--- config.mk ---
export PLATFORM = sky130hd
export DESIGN_NAME = pptc_regs
export DESIGN_NICKNAME = d
export VERILOG_FILES = /design/src/shared/pptc_pkg.sv /design/src/logic/pptc_regs.sv
export VERILOG_INCLUDE_DIRS = /design/src /design/src/shared
export SDC_FILE = /design/constraint.sdc
export NUM_CORES = 1
export LEC_CHECK = 0
export BUFFER_PORTS_ARGS = -buffer_cell sky130_fd_sc_hd__buf_2
export CAP_MARGIN = 20
export CORE_MARGIN = 2
export CORE_UTILIZATION = 55
export DETAILED_ROUTE_END_ITERATION = 10
export PLACE_DENSITY = 0.85
export RECOVER_POWER = 25
export SLEW_MARGIN = 20
export SYNTH_ARGS = -nofsm -noshare
export SYNTH_HDL_FRONTEND = slang
export SYNTH_SLANG_ARGS = --single-unit
--- constraint.sdc ---
create_clock -name ref_clk -period 4.1 [get_ports ref_clk]
set_input_delay 0.205 -clock ref_clk [delete_from_list [all_inputs] [get_ports ref_clk]]
set_output_delay 0.205 -clock ref_clk [all_outputs]
set_load 0.02 [all_outputs]
--- src/shared/pptc_cfg.svh ---
`ifndef PPTC_CFG_SVH
`define PPTC_CFG_SVH

// Register byte addresses
`define PPTC_ADDR_PCM_CONF     8'h55
`define PPTC_ADDR_ROUTING      8'h56
`define PPTC_ADDR_PLL_DIV      8'h61
`define PPTC_ADDR_OVERSAMPLE_CLOCK_SEL     8'h63
`define PPTC_ADDR_FRAC_LO      8'h64
`define PPTC_ADDR_FRAC_HI      8'h65
`define PPTC_ADDR_FRAMES_LO    8'h67
`define PPTC_ADDR_FRAMES_MID   8'h68
`define PPTC_ADDR_FRAMES_HI    8'h69
`define PPTC_ADDR_MEAN_RATE    8'h6a
`define PPTC_ADDR_FW_REV       8'h71
`define PPTC_ADDR_GO           8'h72
`define PPTC_ADDR_TREBLE_LO    8'h77
`define PPTC_ADDR_TREBLE_HI    8'h78
`define PPTC_ADDR_BASS_LO      8'h79
`define PPTC_ADDR_BASS_HI      8'h7a

// Reset values
`define PPTC_RST_PCM_CONF      8'h21
`define PPTC_RST_ROUTING       2'h0
`define PPTC_RST_PLL_DIV       5'h07
`define PPTC_RST_FRAC_LO       8'h46
`define PPTC_RST_FRAC_HI       8'h5b
`define PPTC_RST_FRAMES        24'h000000
`define PPTC_RST_CLEAR_BYTE    8'h00
`define PPTC_RST_CLEAR_BIT     1'b0

// Frame counter step per decoded frame
`define PPTC_FRAME_STEP        24'h000001

// Sample width codes and frame lengths in bit periods
`define PPTC_SAMPLE_WIDTH_SEL_16           2'h0
`define PPTC_SLOTS_SHORT       6'h10
`define PPTC_SLOTS_LONG        6'h20
`define PPTC_FRAME_SHORT       7'h20
`define PPTC_FRAME_LONG        7'h40

// Oversampling ratios (times Fs)
`define PPTC_OS_512            10'h200
`define PPTC_OS_384            10'h180
`define PPTC_OS_256            10'h100
`define PPTC_OS_FIXED          10'h000

// Field positions
`define PPTC_SAMPLE_WIDTH_SEL_MSB          1
`define PPTC_DIV_MSB           4
`define PPTC_ROUTE_MSB         1

// Arbitrary neutral revision code
`define PPTC_FW_REV_DEFAULT    8'h01

`endif

--- src/shared/pptc_pkg.sv ---
package pptc_pkg;

	typedef enum logic [1:0] {
		PPTC_ROUTE_STRAIGHT,
		PPTC_ROUTE_LEFT_BOTH,
		PPTC_ROUTE_RIGHT_BOTH,
		PPTC_ROUTE_SWAP
	} pptc_route_t;

	typedef enum logic [1:0] {
		PPTC_ST_IDLE,
		PPTC_ST_DECODE
	} pptc_run_t;

	typedef struct packed {
		logic [7:0] addr;
		logic [7:0] wdata;
		logic       wr;
		logic       rd;
	} pptc_bus_t;

	typedef struct packed {
		logic        frameDone;
		logic        syncReached;
		logic        bootDone;
		logic [7:0]  fwRevision;
		logic [7:0]  meanRate;
		logic        divWrite;
		logic [4:0]  divValue;
		logic        fracLoad;
		logic [15:0] fracValue;
	} pptc_core_t;

	typedef struct packed {
		logic [1:0]  sampleWidthSel;
		logic [5:0]  slotsPerSample;
		logic [6:0]  bitsPerFrame;
		pptc_route_t channelRouting;
		logic [4:0]  pllOutputDivider;
		logic        oclkFixed;
		logic [9:0]  trackRatio;
		logic [15:0] pllFraction;
		logic        decodeRun;
		logic [15:0] trebleCorner;
		logic [15:0] bassCorner;
	} pptc_cfg_t;

	typedef struct packed {
		logic [7:0]  pcm_out_config;
		pptc_route_t routing;
		logic [4:0]  pllDiv;
		logic        oclkFixed;
		logic [7:0]  fracLo;
		logic [7:0]  fracHi;
		logic [23:0] frames;
		logic [7:0]  meanRate;
		logic [7:0]  fwRev;
		logic        go;
		pptc_run_t   runState;
		logic [7:0]  trebleLo;
		logic [7:0]  trebleHi;
		logic [7:0]  bassLo;
		logic [7:0]  bassHi;
		logic [7:0]  rdata;
	} pptc_state_t;

endpackage

--- src/logic/pptc_regs.sv ---
`timescale 1ns/1ns
`include "pptc_cfg.svh"
// Overview of operation
// - Precision code picks width and slot count
// - Frame carries 32 or 64 bit periods
// - Routing: straight, left both, right both, swap
// - Divider X divides VCO by X+1
// - Core rewrites divider; software may too
// - Mode bit: fixed clock or tracking Fs
// - Tracking default is 256 times Fs
// - Fraction is high times 256 plus low
// - Fraction loaded by core at sync
// - 24-bit frame counter counts decoded frames
// - Read-only byte reports average bitrate
// - Read-only byte holds firmware revision
// - Writing go bit starts decoding
// - 16-bit treble corner in hertz
// - 16-bit bass corner in hertz
// - Precision in bits 1:0, reset 0x21
module pptc_regs (
	// Clock and reset
	input  wire logic              ref_clk,
	input  wire logic              rstn,
	input  wire logic              softReset,
	// Register port
	input  wire pptc_pkg::pptc_bus_t bus,
	output logic [7:0]             rdata,
	// Decoder core
	input  wire pptc_pkg::pptc_core_t core,
	// Configuration out; sample path in and out
	output pptc_pkg::pptc_cfg_t    cfg,
	input  wire logic [15:0]       leftIn,
	input  wire logic [15:0]       rightIn,
	output logic [15:0]            leftOut,
	output logic [15:0]            rightOut
);
	import pptc_pkg::*;

	pptc_state_t stateQ;
	pptc_state_t stateD;

	// =====================================================
	// Helpers
	function automatic logic hit(input logic [7:0] a,
		input logic [7:0] ref_a);
		hit = (a == ref_a);
	endfunction

	// =====================================================
	// Next state
	always_comb begin
		stateD = stateQ;
		stateD.rdata = 8'h00;
		// Frame counter advances on each decoded frame
		if (core.frameDone) begin
			stateD.frames = stateQ.frames + `PPTC_FRAME_STEP;
		end
		stateD.meanRate = core.meanRate;
		if (core.bootDone) begin
			stateD.fwRev = core.fwRevision;
		end
		if (bus.wr) begin
			// Read-only addresses fall through untouched
			if (hit(bus.addr, `PPTC_ADDR_PCM_CONF)) begin
				stateD.pcm_out_config = bus.wdata;
			end else if (hit(bus.addr, `PPTC_ADDR_ROUTING)) begin
				stateD.routing = pptc_route_t'(
					bus.wdata[`PPTC_ROUTE_MSB:0]);
			end else if (hit(bus.addr, `PPTC_ADDR_PLL_DIV)) begin
				stateD.pllDiv = bus.wdata[`PPTC_DIV_MSB:0];
			end else if (hit(bus.addr, `PPTC_ADDR_OVERSAMPLE_CLOCK_SEL)) begin
				stateD.oclkFixed = bus.wdata[0];
			end else if (hit(bus.addr, `PPTC_ADDR_FRAC_LO)) begin
				stateD.fracLo = bus.wdata;
			end else if (hit(bus.addr, `PPTC_ADDR_FRAC_HI)) begin
				stateD.fracHi = bus.wdata;
			end else if (hit(bus.addr, `PPTC_ADDR_GO)) begin
				stateD.go = bus.wdata[0];
			end else if (hit(bus.addr, `PPTC_ADDR_TREBLE_LO)) begin
				stateD.trebleLo = bus.wdata;
			end else if (hit(bus.addr, `PPTC_ADDR_TREBLE_HI)) begin
				stateD.trebleHi = bus.wdata;
			end else if (hit(bus.addr, `PPTC_ADDR_BASS_LO)) begin
				stateD.bassLo = bus.wdata;
			end else if (hit(bus.addr, `PPTC_ADDR_BASS_HI)) begin
				stateD.bassHi = bus.wdata;
			end
		end
		// Core overrides software in the same cycle: it owns the clocking
		if (core.divWrite) begin
			stateD.pllDiv = core.divValue;
		end
		if (core.syncReached && core.fracLoad) begin
			stateD.fracLo = core.fracValue[7:0];
			stateD.fracHi = core.fracValue[15:8];
		end
		// Decode sequencing
		case (stateQ.runState)
			PPTC_ST_IDLE: begin
				if (stateQ.go) begin
					stateD.runState = PPTC_ST_DECODE;
				end
			end
			PPTC_ST_DECODE: begin
				if (!stateQ.go) begin
					stateD.runState = PPTC_ST_IDLE;
				end
			end
			default: begin
				stateD.runState = PPTC_ST_IDLE;
			end
		endcase
		if (bus.rd) begin
			if (hit(bus.addr, `PPTC_ADDR_PCM_CONF)) begin
				stateD.rdata = stateQ.pcm_out_config;
			end else if (hit(bus.addr, `PPTC_ADDR_ROUTING)) begin
				stateD.rdata = {6'h00, stateQ.routing};
			end else if (hit(bus.addr, `PPTC_ADDR_PLL_DIV)) begin
				stateD.rdata = {3'h0, stateQ.pllDiv};
			end else if (hit(bus.addr, `PPTC_ADDR_OVERSAMPLE_CLOCK_SEL)) begin
				stateD.rdata = {7'h00, stateQ.oclkFixed};
			end else if (hit(bus.addr, `PPTC_ADDR_FRAC_LO)) begin
				stateD.rdata = stateQ.fracLo;
			end else if (hit(bus.addr, `PPTC_ADDR_FRAC_HI)) begin
				stateD.rdata = stateQ.fracHi;
			end else if (hit(bus.addr, `PPTC_ADDR_FRAMES_LO)) begin
				stateD.rdata = stateQ.frames[7:0];
			end else if (hit(bus.addr, `PPTC_ADDR_FRAMES_MID)) begin
				stateD.rdata = stateQ.frames[15:8];
			end else if (hit(bus.addr, `PPTC_ADDR_FRAMES_HI)) begin
				stateD.rdata = stateQ.frames[23:16];
			end else if (hit(bus.addr, `PPTC_ADDR_MEAN_RATE)) begin
				stateD.rdata = stateQ.meanRate;
			end else if (hit(bus.addr, `PPTC_ADDR_FW_REV)) begin
				stateD.rdata = stateQ.fwRev;
			end else if (hit(bus.addr, `PPTC_ADDR_GO)) begin
				stateD.rdata = {7'h00, stateQ.go};
			end else if (hit(bus.addr, `PPTC_ADDR_TREBLE_LO)) begin
				stateD.rdata = stateQ.trebleLo;
			end else if (hit(bus.addr, `PPTC_ADDR_TREBLE_HI)) begin
				stateD.rdata = stateQ.trebleHi;
			end else if (hit(bus.addr, `PPTC_ADDR_BASS_LO)) begin
				stateD.rdata = stateQ.bassLo;
			end else if (hit(bus.addr, `PPTC_ADDR_BASS_HI)) begin
				stateD.rdata = stateQ.bassHi;
			end
		end
		// Software reset restores documented defaults, frame count too
		if (softReset) begin
			stateD.pcm_out_config = `PPTC_RST_PCM_CONF;
			stateD.routing = pptc_route_t'(`PPTC_RST_ROUTING);
			stateD.pllDiv = `PPTC_RST_PLL_DIV;
			stateD.oclkFixed = `PPTC_RST_CLEAR_BIT;
			stateD.fracLo = `PPTC_RST_FRAC_LO;
			stateD.fracHi = `PPTC_RST_FRAC_HI;
			stateD.frames = `PPTC_RST_FRAMES;
			stateD.go = `PPTC_RST_CLEAR_BIT;
			stateD.runState = PPTC_ST_IDLE;
			stateD.trebleLo = `PPTC_RST_CLEAR_BYTE;
			stateD.trebleHi = `PPTC_RST_CLEAR_BYTE;
			stateD.bassLo = `PPTC_RST_CLEAR_BYTE;
			stateD.bassHi = `PPTC_RST_CLEAR_BYTE;
		end
	end

	// =====================================================
	// State register
	always_ff @(posedge ref_clk or negedge rstn) begin
		if (!rstn) begin
			stateQ <= '0;
			stateQ.pcm_out_config <= `PPTC_RST_PCM_CONF;
			stateQ.pllDiv <= `PPTC_RST_PLL_DIV;
			// Hardware leaves the fraction undefined; use soft values
			stateQ.fracLo <= `PPTC_RST_FRAC_LO;
			stateQ.fracHi <= `PPTC_RST_FRAC_HI;
			stateQ.fwRev <= `PPTC_FW_REV_DEFAULT;
			stateQ.runState <= PPTC_ST_IDLE;
		end else begin
			stateQ <= stateD;
		end
	end

	// =====================================================
	// Outputs
	assign rdata = stateQ.rdata;

	always_comb begin
		cfg = '0;
		cfg.sampleWidthSel = stateQ.pcm_out_config[`PPTC_SAMPLE_WIDTH_SEL_MSB:0];
		if (cfg.sampleWidthSel == `PPTC_SAMPLE_WIDTH_SEL_16) begin
			cfg.slotsPerSample = `PPTC_SLOTS_SHORT;
			cfg.bitsPerFrame = `PPTC_FRAME_SHORT;
		end else begin
			cfg.slotsPerSample = `PPTC_SLOTS_LONG;
			cfg.bitsPerFrame = `PPTC_FRAME_LONG;
		end
		cfg.channelRouting = stateQ.routing;
		cfg.pllOutputDivider = stateQ.pllDiv;
		cfg.oclkFixed = stateQ.oclkFixed;
		// Tracking mode ratio; 256 Fs is the default 12.288 MHz point
		cfg.trackRatio = stateQ.oclkFixed ? `PPTC_OS_FIXED
			: `PPTC_OS_256;
		cfg.pllFraction = {stateQ.fracHi, stateQ.fracLo};
		cfg.decodeRun = (stateQ.runState == PPTC_ST_DECODE);
		cfg.trebleCorner = {stateQ.trebleHi, stateQ.trebleLo};
		cfg.bassCorner = {stateQ.bassHi, stateQ.bassLo};
	end

	// Channel routing is combinational on the sample path
	always_comb begin
		case (stateQ.routing)
			PPTC_ROUTE_LEFT_BOTH: begin
				leftOut = leftIn;
				rightOut = leftIn;
			end
			PPTC_ROUTE_RIGHT_BOTH: begin
				leftOut = rightIn;
				rightOut = rightIn;
			end
			PPTC_ROUTE_SWAP: begin
				leftOut = rightIn;
				rightOut = leftIn;
			end
			default: begin
				leftOut = leftIn;
				rightOut = rightIn;
			end
		endcase
	end

endmodule

==> report_table.html, run 1 <==
<table>
<tr><th>Metric</th><th>Value</th></tr>
<tr><th colspan="2">Status</th></tr>
<tr><td>Outcome</td><td>finished with violations</td></tr>
<tr><td>Violations in the final reports</td><td>max-capacitance violations, max-slew violations</td></tr>
<tr><th colspan="2">Synthesis</th></tr>
<tr><td>Asr flop ratio synth</td><td>100%</td></tr>
<tr><td>Sequential fraction of the synthesis area</td><td>about two fifths</td></tr>
<tr><td>Netlist area before placement</td><td>7160 sq um</td></tr>
<tr><td>Post-synthesis cell count</td><td>753</td></tr>
<tr><td>Area leader, netlist</td><td>sky130_fd_sc_hd__dfrtp_1</td></tr>
<tr><td>Number of storage elements in the synthesis netlist</td><td>114</td></tr>
<tr><td>Yosys cell types</td><td>70</td></tr>
<tr><td>Per-instance average area after synthesis</td><td>between 9 and 10 sq um</td></tr>
<tr><td>Top cells by area in the synthesized netlist</td><td>sky130_fd_sc_hd__dfrtp_1 (35%), sky130_fd_sc_hd__buf_4 (9.1%), sky130_fd_sc_hd__mux2_2 (7.9%)</td></tr>
<tr><td>Number of synthesized flops with an enable pin</td><td>0</td></tr>
<tr><td>Most used standard cell by instance count after synthesis</td><td>sky130_fd_sc_hd__dfrtp_1</td></tr>
<tr><td>Warnings from Yosys</td><td>0</td></tr>
<tr><td>Predominant post-synthesis flop cell</td><td>sky130_fd_sc_hd__dfrtp_1</td></tr>
<tr><td>Portion of synthesized cell area occupied by the leading cell type</td><td>about a third</td></tr>
<tr><td>Most common library cells after synthesis</td><td>sky130_fd_sc_hd__dfrtp_1 (100), sky130_fd_sc_hd__buf_4 (87), sky130_fd_sc_hd__nor2_1 (80)</td></tr>
<tr><th colspan="2">Route</th></tr>
<tr><td>Total number of vias</td><td>6487</td></tr>
<tr><td>Post-route DRC</td><td>0</td></tr>
<tr><td>Length of the first detailed-routing pass in iterations</td><td>6</td></tr>
<tr><td>Routed length per instance</td><td>20.6 um</td></tr>
<tr><td>DRC marker count from the first detailed-route iteration</td><td>852</td></tr>
<tr><td>WL final</td><td>~22 mm</td></tr>
<tr><td>Vias per inst</td><td>6.15</td></tr>
<tr><td>Routed Antenna Nets</td><td>0</td></tr>
<tr><th colspan="2">Timing</th></tr>
<tr><td>Skew final</td><td>between 0.009 and 0.01 ns</td></tr>
<tr><td>Final-report max-slew violation count</td><td>83</td></tr>
<tr><td>Post-route minimum period</td><td>2.49 ns</td></tr>
<tr><td>Final hold viol count</td><td>0</td></tr>
<tr><td>Fin Setup TNS</td><td>0 ns</td></tr>
<tr><td>Achievable frequency</td><td>approximately 400 MHz</td></tr>
<tr><td>Rel. slew slack</td><td>-36.3%</td></tr>
<tr><td>Final Setup Violations</td><td>0</td></tr>
<tr><td>Final worst path period share</td><td>60.7%</td></tr>
<tr><td>Least-Margin Pin Slew</td><td>between 2 and 2.5 ns</td></tr>
<tr><td>RSZ-0062 raised after global routing</td><td>false</td></tr>
<tr><th colspan="2">Die</th></tr>
<tr><td>Chip width</td><td>118 um</td></tr>
<tr><td>Die area</td><td>~14000 sq um</td></tr>
<tr><td>Die Height</td><td>~120 um</td></tr>
<tr><td>Starting Density</td><td>56.5%</td></tr>
<tr><td>Core footprint</td><td>approximately 13000 sq um</td></tr>
<tr><td>Core Rows</td><td>41</td></tr>
<tr><td>Io pins</td><td>roughly 220</td></tr>
<tr><th colspan="2">Global routing</th></tr>
<tr><td>Largest net degree at the start of global routing</td><td>49</td></tr>
<tr><td>Total global routing overflow</td><td>0</td></tr>
<tr><td>Vias in the first global route</td><td>6157</td></tr>
<tr><td>Global-route wire length before repair</td><td>34.0 mm</td></tr>
<tr><td>Antenna violations before repair</td><td>0</td></tr>
<tr><td>Global-route usage over all layers</td><td>31.0%</td></tr>
<tr><th colspan="2">Worst setup path</th></tr>
<tr><td>Peak fanout along the critical path</td><td>29</td></tr>
<tr><td>Arrival time of the worst setup path</td><td>~2.7 ns</td></tr>
<tr><td>Setup slack of the most critical reg-to-reg path</td><td>1.99 ns</td></tr>
<tr><td>Required time of the critical path</td><td>4.31 ns</td></tr>
<tr><td>Crit path launch type</td><td>input pin</td></tr>
<tr><td>Element type at the critical path end</td><td>flip-flop</td></tr>
<tr><td>Worst setup path category</td><td>in2reg</td></tr>
<tr><th colspan="2">Layout</th></tr>
<tr><td>Final core area utilization</td><td>between 60% and 70%</td></tr>
<tr><td>Area Overhead vs Synth</td><td>16.2%</td></tr>
<tr><td>Ant diodes</td><td>0</td></tr>
<tr><td>Fraction of layout cells with a size suffix above 1</td><td>32.1%</td></tr>
<tr><td>Net total in the final layout</td><td>965</td></tr>
<tr><th colspan="2">Clocking</th></tr>
<tr><td>Setup repair bufs after CTS</td><td>0</td></tr>
<tr><td>Clock tree from TritonCTS</td><td>built</td></tr>
<tr><td>Htree depth</td><td>4</td></tr>
<tr><td>Number of sinks on the clock net</td><td>114</td></tr>
<tr><td>Maximum clock path buffer count</td><td>2</td></tr>
<tr><td>Clock buffers created by TritonCTS</td><td>17</td></tr>
<tr><td>Reg clk slew, reported paths</td><td>0.06 ns</td></tr>
<tr><td>Skew-Pair Late Insertion Delay</td><td>about 0.42 ns</td></tr>
<tr><td>Root buffer cell</td><td>sky130_fd_sc_hd__clkbuf_16</td></tr>
<tr><th colspan="2">Flow run</th></tr>
<tr><td>Max-capacitance violation count</td><td>2</td></tr>
<tr><th colspan="2">Pwr</th></tr>
<tr><td>Total leakage power</td><td>3.71 nW</td></tr>
<tr><td>Power density cells</td><td>between 300 and 400 nW/um^2</td></tr>
<tr><td>Tot Pwr</td><td>3.19 mW</td></tr>
<tr><td>Maximum VDD drop</td><td>286 uV</td></tr>
<tr><th colspan="2">Placed design</th></tr>
<tr><td>Final RePlAce weighted congestion</td><td>1.01</td></tr>
<tr><td>Number of input and output port buffers inserted</td><td>198</td></tr>
<tr><td>Detailed Place HPWL</td><td>15.2 mm</td></tr>
<tr><th colspan="2">Min path</th></tr>
<tr><td>Class of the most critical hold timing path</td><td>in2reg</td></tr>
</table>
==> cell families (layout without fill, tap and decap cells) <==
group	after synthesis	after routing	share of synthesized area (%)
AOI/OAI and AO/OA	156	156	15.4
xor gates and xnor gates	19	19	2.32
adders and majority gates	1	1	0.175
buffers and inverters	143	255	12.4
DFF	114	114	40.1
muxes	92	92	13.7
other	1	18	0.0524
and+or+nand+nor	227	227	15.8
==> layout by cell type, fill, tap and decap left out, types with 6 or more instances in the layout <==
master	count
sky130_fd_sc_hd__a21o_1	11
sky130_fd_sc_hd__a21oi_1	27
sky130_fd_sc_hd__a22oi_1	7
sky130_fd_sc_hd__a2bb2oi_1	6
sky130_fd_sc_hd__a31oi_1	16
sky130_fd_sc_hd__and3_1	9
sky130_fd_sc_hd__buf_2	167
sky130_fd_sc_hd__buf_4	7
sky130_fd_sc_hd__clkbuf_1	32
sky130_fd_sc_hd__clkbuf_16	17
sky130_fd_sc_hd__conb_1	18
sky130_fd_sc_hd__dfrtp_1	100
sky130_fd_sc_hd__dfstp_2	13
sky130_fd_sc_hd__dlygate4sd3_1	9
sky130_fd_sc_hd__inv_1	9
sky130_fd_sc_hd__mux2_2	50
sky130_fd_sc_hd__mux2i_1	42
sky130_fd_sc_hd__nand2_1	53
sky130_fd_sc_hd__nand2b_1	11
sky130_fd_sc_hd__nand3_1	21
sky130_fd_sc_hd__nand4_1	7
sky130_fd_sc_hd__nor2_1	80
sky130_fd_sc_hd__nor2b_1	9
sky130_fd_sc_hd__o21ai_0	17
sky130_fd_sc_hd__o22ai_1	6
sky130_fd_sc_hd__o31ai_1	8
sky130_fd_sc_hd__xnor2_1	9
sky130_fd_sc_hd__xor2_1	10
==> state kept, by name, indices dropped and copies added, names as in the netlist <==
name    cells
cfg        58
stateQ     48
rdata       8
==> critical path, cell delays in order <==
cell                      delay (ns)
sky130_fd_sc_hd__buf_2          0.44
sky130_fd_sc_hd__buf_4          0.31
sky130_fd_sc_hd__nor2b_1        0.44
sky130_fd_sc_hd__nand2_1        0.18
sky130_fd_sc_hd__nor3_2         0.77
sky130_fd_sc_hd__mux2i_1        0.27
sky130_fd_sc_hd__nor2_1         0.06
==> power by group <==
group	leakage, nW	total [mW]	internal (mW)	switching, mW
combinational	1.90	0.376	0.132	0.244
sequential	1.50	1.21	1.17	0.0373
clock	0.312	1.60	1.08	0.528
total	3.71	3.19	2.38	0.809
==> through the flow <==
stage	cells	area (sq um)	hold WS [ns]	worst slack (ns)
floorplan	770	7230	-0.0906	2.21
global placement	1013	7630	0.179	1.50
detailed placement	1013	7630	0.185	1.39
CTS	1054	8360	0.00712	1.77
global route	1054	8320	0.0164	1.37
finish	1054	8320	0.0114	1.61
==> repair_timing <==
action                                  CTS  global route
endpoints found under the setup margin    0             0
endpoints found under the hold margin    41             0
resized for setup                         0             0
hold buffers                              9             0
==> path summary, 6_finish.rpt <==
| check | cells past startpoint | start | to |
|---|---|---|---|
| worst max-delay path | 7 | bus[10] | cfg[5]$_DFFE_PN0P_ |
| worst min-delay path | 2 | core[36] | stateQ[48]$_DFFE_PN0P_ |
| worst max register to register | 5 | stateQ[59]$_DFFE_PN0P_ | stateQ[82]$_DFFE_PN0P_ |
| worst min register to register | 2 | cfg[61]$_DFFE_PN1P_ | cfg[61]$_DFFE_PN1P_ |
| max in group asynchronous | 3 | rstn | cfg[61]$_DFFE_PN1P_ |
| min in group asynchronous | 2 | rstn | stateQ[44]$_DFFE_PN0P_ |
==> per-layer routing <==
layer  vias to the layer above  global-route usage, %  part of all wire, %
li1                       2829                      -                    -
met1                      3118                   42.5                   40
met2                       481                   49.0                   47
met3                        59                   6.06                   11
met4                         0                   11.4                  2.9
met5                         -                      0                    0
==> cell type report <==
class	count	area [sq um]
multi-input combinational	513	3470
clock buffer	22	484
inverter	9	33.8
fill	1038	4350
tap	172	215
clock inverter	10	155
timing repair buffer	214	1090
sequential	114	2870
(Power assumes the default switching activity.)
==> inputs of run 2 (changes only) <==
--- a/config.mk
+++ b/config.mk
@@ -9,9 +9,9 @@
 export BUFFER_PORTS_ARGS = -buffer_cell sky130_fd_sc_hd__buf_2
 export CAP_MARGIN = 20
 export CORE_MARGIN = 2
-export CORE_UTILIZATION = 55
+export CORE_UTILIZATION = 47
 export DETAILED_ROUTE_END_ITERATION = 10
-export PLACE_DENSITY = 0.85
+export PLACE_DENSITY = 0.77
 export RECOVER_POWER = 25
 export SLEW_MARGIN = 20
 export SYNTH_ARGS = -nofsm -noshare
==> constraint.sdc (replaced) <==
create_clock -name ref_clk -period 2.12 [get_ports ref_clk]
set_input_delay 0.106 -clock ref_clk [delete_from_list [all_inputs] [get_ports ref_clk]]
set_output_delay 0.106 -clock ref_clk [all_outputs]
set_load 0.02 [all_outputs]
==> run 2 against run 1 <==
The flow now finishes without violations. Combinational power rose by 110%. Count of clock-buffer cells in the layout fell by 2. Sequential power rose by 93%. First-iteration DRC count fell by 41%. Sequential share of layout area fell by 1.5 points. Design area rose by 4.5%. Power rose by 84%. Cell count rose by 6.1%. Critical path depth fell by 5. Worst hold slack improved by 0.011 ns. Setup slack got worse by 1.4 ns. Largest cell class unchanged.
==> report_table.html, run 2 (same netlist as run 1, synthesis figures left out) <==
<table>
<tr><th>Metric</th><th>Value</th></tr>
<tr><th colspan="2">Timing</th></tr>
<tr><td>Fin Setup TNS</td><td>0 ns</td></tr>
<tr><td>Post-route minimum period</td><td>1.90 ns</td></tr>
<tr><td>Skew final</td><td>0.00857 ns</td></tr>
<tr><td>Final-report max-slew violation count</td><td>0</td></tr>
<tr><td>Least-Margin Pin Slew</td><td>1.36 ns</td></tr>
<tr><td>Achievable frequency</td><td>roughly 530 MHz</td></tr>
<tr><td>Final worst path period share</td><td>between 80% and 90%</td></tr>
<tr><td>Final Setup Violations</td><td>0</td></tr>
<tr><td>Rel. slew slack</td><td>9.57%</td></tr>
<tr><td>Final hold viol count</td><td>0</td></tr>
<tr><td>RSZ-0062 raised after global routing</td><td>false</td></tr>
<tr><th colspan="2">Clocking</th></tr>
<tr><td>Htree depth</td><td>4</td></tr>
<tr><td>Root buffer cell</td><td>sky130_fd_sc_hd__clkbuf_16</td></tr>
<tr><td>Maximum clock path buffer count</td><td>2</td></tr>
<tr><td>Clock tree from TritonCTS</td><td>built</td></tr>
<tr><td>Number of sinks on the clock net</td><td>approximately 110</td></tr>
<tr><td>Clock buffers created by TritonCTS</td><td>17</td></tr>
<tr><td>Reg clk slew, reported paths</td><td>roughly 0.050 ns</td></tr>
<tr><td>Skew-Pair Late Insertion Delay</td><td>about 0.43 ns</td></tr>
<tr><th colspan="2">Layout</th></tr>
<tr><td>Area Overhead vs Synth</td><td>21.4%</td></tr>
<tr><td>Net total in the final layout</td><td>1012</td></tr>
<tr><td>Flip-flop count of the largest register, all copies and words added</td><td>58</td></tr>
<tr><td>Fraction of layout cells with a size suffix above 1</td><td>36.5%</td></tr>
<tr><td>Filler cells</td><td>1330</td></tr>
<tr><td>Seq. cell area</td><td>2870 sq um</td></tr>
<tr><td>Most common library cell in the layout ignoring fill and taps</td><td>sky130_fd_sc_hd__buf_2</td></tr>
<tr><td>Area taken by multi-input logic gates</td><td>roughly 3500 sq um</td></tr>
<tr><td>Highest-count cells in the layout ignoring fill and taps</td><td>sky130_fd_sc_hd__buf_2 (196), sky130_fd_sc_hd__dfrtp_1 (100), sky130_fd_sc_hd__nor2_1 (80)</td></tr>
<tr><th colspan="2">Placed design</th></tr>
<tr><td>Number of input and output port buffers inserted</td><td>198</td></tr>
<tr><td>Detailed Place HPWL</td><td>16.5 mm</td></tr>
<tr><td>Final RePlAce weighted congestion</td><td>0.966</td></tr>
<tr><th colspan="2">Pwr</th></tr>
<tr><td>Switching part of the total power</td><td>27.1%</td></tr>
<tr><td>Tot Pwr</td><td>~5.9 mW</td></tr>
<tr><td>Internal Pwr Total</td><td>4.27 mW</td></tr>
<tr><td>Portion of total power attributed to combinational logic</td><td>between 10% and 20%</td></tr>
<tr><td>Maximum VDD drop</td><td>581 uV</td></tr>
<tr><td>Power density cells</td><td>674 nW/um^2</td></tr>
<tr><td>Sw Pwr</td><td>~1.6 mW</td></tr>
<tr><td>Part of the total power dissipated in sequential elements</td><td>between 30% and 40%</td></tr>
<tr><td>Total leakage power</td><td>~4 nW</td></tr>
<tr><td>Clk network pwr share</td><td>46.7%</td></tr>
<tr><th colspan="2">Status</th></tr>
<tr><td>Outcome</td><td>finished, final reports clean</td></tr>
<tr><th colspan="2">Worst setup path</th></tr>
<tr><td>Element type at the critical path end</td><td>primary output</td></tr>
<tr><td>Launching element of the worst setup path</td><td>cfg[66]$_DFFE_PN0P_</td></tr>
<tr><td>Worst setup path category</td><td>reg2out</td></tr>
<tr><td>Crit path launch type</td><td>flip-flop</td></tr>
<tr><td>Arrival time of the worst setup path</td><td>1.79 ns</td></tr>
<tr><td>Startpoint of the worst register-to-register path</td><td>stateQ[64]$_DFFE_PN0P_</td></tr>
<tr><td>Required time of the critical path</td><td>2.01 ns</td></tr>
<tr><td>End point of the critical path</td><td>leftOut[11]</td></tr>
<tr><td>Worst flop-to-flop path endpoint</td><td>stateQ[82]$_DFFE_PN0P_</td></tr>
<tr><td>Peak fanout along the critical path</td><td>18</td></tr>
<tr><td>Setup slack of the most critical reg-to-reg path</td><td>0.22 ns</td></tr>
<tr><td>Count of cells along the worst register-to-register path</td><td>5</td></tr>
<tr><th colspan="2">Global routing</th></tr>
<tr><td>GR peak layer</td><td>met2</td></tr>
<tr><td>Largest net degree at the start of global routing</td><td>63</td></tr>
<tr><td>Total global routing overflow</td><td>0</td></tr>
<tr><td>Vias in the first global route</td><td>about 6200</td></tr>
<tr><td>Met1 Use GR</td><td>39.5%</td></tr>
<tr><td>Met2 layer usage reported by global route</td><td>41.6%</td></tr>
<tr><td>Met3 track utilization from global routing</td><td>6.91%</td></tr>
<tr><td>Global-route usage over all layers</td><td>27.9%</td></tr>
<tr><td>Global-route wire length before repair</td><td>roughly 35 mm</td></tr>
<tr><td>Antenna violations before repair</td><td>2</td></tr>
<tr><th colspan="2">Die</th></tr>
<tr><td>Starting Density</td><td>47.6%</td></tr>
<tr><td>Chip width</td><td>about 130 um</td></tr>
<tr><td>Io pins</td><td>217</td></tr>
<tr><td>Core Rows</td><td>45</td></tr>
<tr><td>Core footprint</td><td>roughly 15000 sq um</td></tr>
<tr><td>Die Height</td><td>127 um</td></tr>
<tr><td>Die area</td><td>16200 sq um</td></tr>
<tr><th colspan="2">Route</th></tr>
<tr><td>WL final</td><td>22.7 mm</td></tr>
<tr><td>Length of the first detailed-routing pass in iterations</td><td>6</td></tr>
<tr><td>Total number of vias</td><td>6411</td></tr>
<tr><td>Routed Antenna Nets</td><td>0</td></tr>
<tr><td>DRC marker count from the first detailed-route iteration</td><td>504</td></tr>
<tr><td>Routed length per instance</td><td>roughly 20 um</td></tr>
<tr><td>Vias per inst</td><td>approximately 5.7</td></tr>
<tr><td>Post-route DRC</td><td>0</td></tr>
<tr><th colspan="2">Min path</th></tr>
<tr><td>Class of the most critical hold timing path</td><td>in2reg</td></tr>
<tr><th colspan="2">Flow run</th></tr>
<tr><td>Max-capacitance violation count</td><td>0</td></tr>
</table>
## run 2: changes by cell type in the layout (fill, tap and decap cells not counted), moves of 4 or more
cell                            delta
sky130_fd_sc_hd__buf_2            +29
sky130_fd_sc_hd__buf_4            +28
sky130_fd_sc_hd__clkbuf_1         -27
sky130_fd_sc_hd__dlygate4sd3_1    +18
sky130_fd_sc_hd__clkbuf_8          -4
sky130_fd_sc_hd__clkinv_2          +4
## run 2: critical path, stage by stage, from the launching register on
cell and delay (ns):
sky130_fd_sc_hd__dfrtp_1 0.79, sky130_fd_sc_hd__mux2_2 0.42, sky130_fd_sc_hd__buf_2 0.16
## run 2: through the flow
stage / hold slack, ns / utilization, % / worst slack (ns) / instances / area (sq um)
floorplan: -0.190 / - / 0.324 / 770 / 7230
global placement: 0.0382 / 52.5 / 0.227 / 1058 / 7890
detailed placement: 0.0338 / 52.5 / 0.204 / 1058 / 7890
CTS: 0.00617 / 57.9 / 0.206 / 1117 / 8710
global route: 0.0290 / 57.9 / 0.0483 / 1118 / 8700
finish: 0.0225 / 57.9 / 0.219 / 1118 / 8700
## run 2: cell type report
class / instances / area share (%)
Multi-Input combinational cell: 513 / 39.9
Tap cell: 188 / 2.70
Timing Repair Buffer: 261 / 17.6
Antenna cell: 1 / 0.0288
Clock inverter: 12 / 1.34
Sequential cell: 114 / 33.0
Clock buffer: 20 / 5.02
Inverter: 9 / 0.388
## run 2: routing by layer
| metal | wire length [um] | share of wire [%] |
|---|---|---|
| met1 | 9940 | 44 |
| met2 | 10400 | 46 |
| met3 | 1800 | 7.9 |
| met4 | 594 | 2.6 |
| met5 | 7 | 0.031 |
## run 2: worst min-delay path by stage
stage | from | end | slack, ns | cells past startpoint
6_report | core[1] | cfg[34]$_DFFE_PN1P_ | 0.02 | 4
5_1_grt | bus[9] | stateQ[114]$_DFFE_PN0P_ | 0.03 | 3
4_1_cts | core[6] | cfg[39]$_DFFE_PN1P_ | 0.006 | 4
3_5_place_dp | rstn | stateQ[49]$_DFFE_PN0P_ | 0.03 | 1
3_3_place_gp | rstn | stateQ[49]$_DFFE_PN0P_ | 0.04 | 1
2_1_floorplan | rstn | cfg[0]$_DFFE_PN0P_ | -0.19 | 0
## run 2: repair_timing
item                                   4_1_cts  5_1_grt
endpoints found under the hold margin      101        0
resized for setup                            0        0
buffers inserted                             0        0
hold buffers                                27        0
## run 2: power by group through the flow
stage | combinational [mW] | sequential (mW) | clock (mW)
floorplan | 0.502 | 2.33 | 0
global placement | 0.733 | 2.37 | 0
detailed placement | 0.744 | 2.37 | 0
CTS | 0.786 | 2.33 | 2.75
global route | 0.850 | 2.34 | 2.86
finish | 0.788 | 2.34 | 2.74
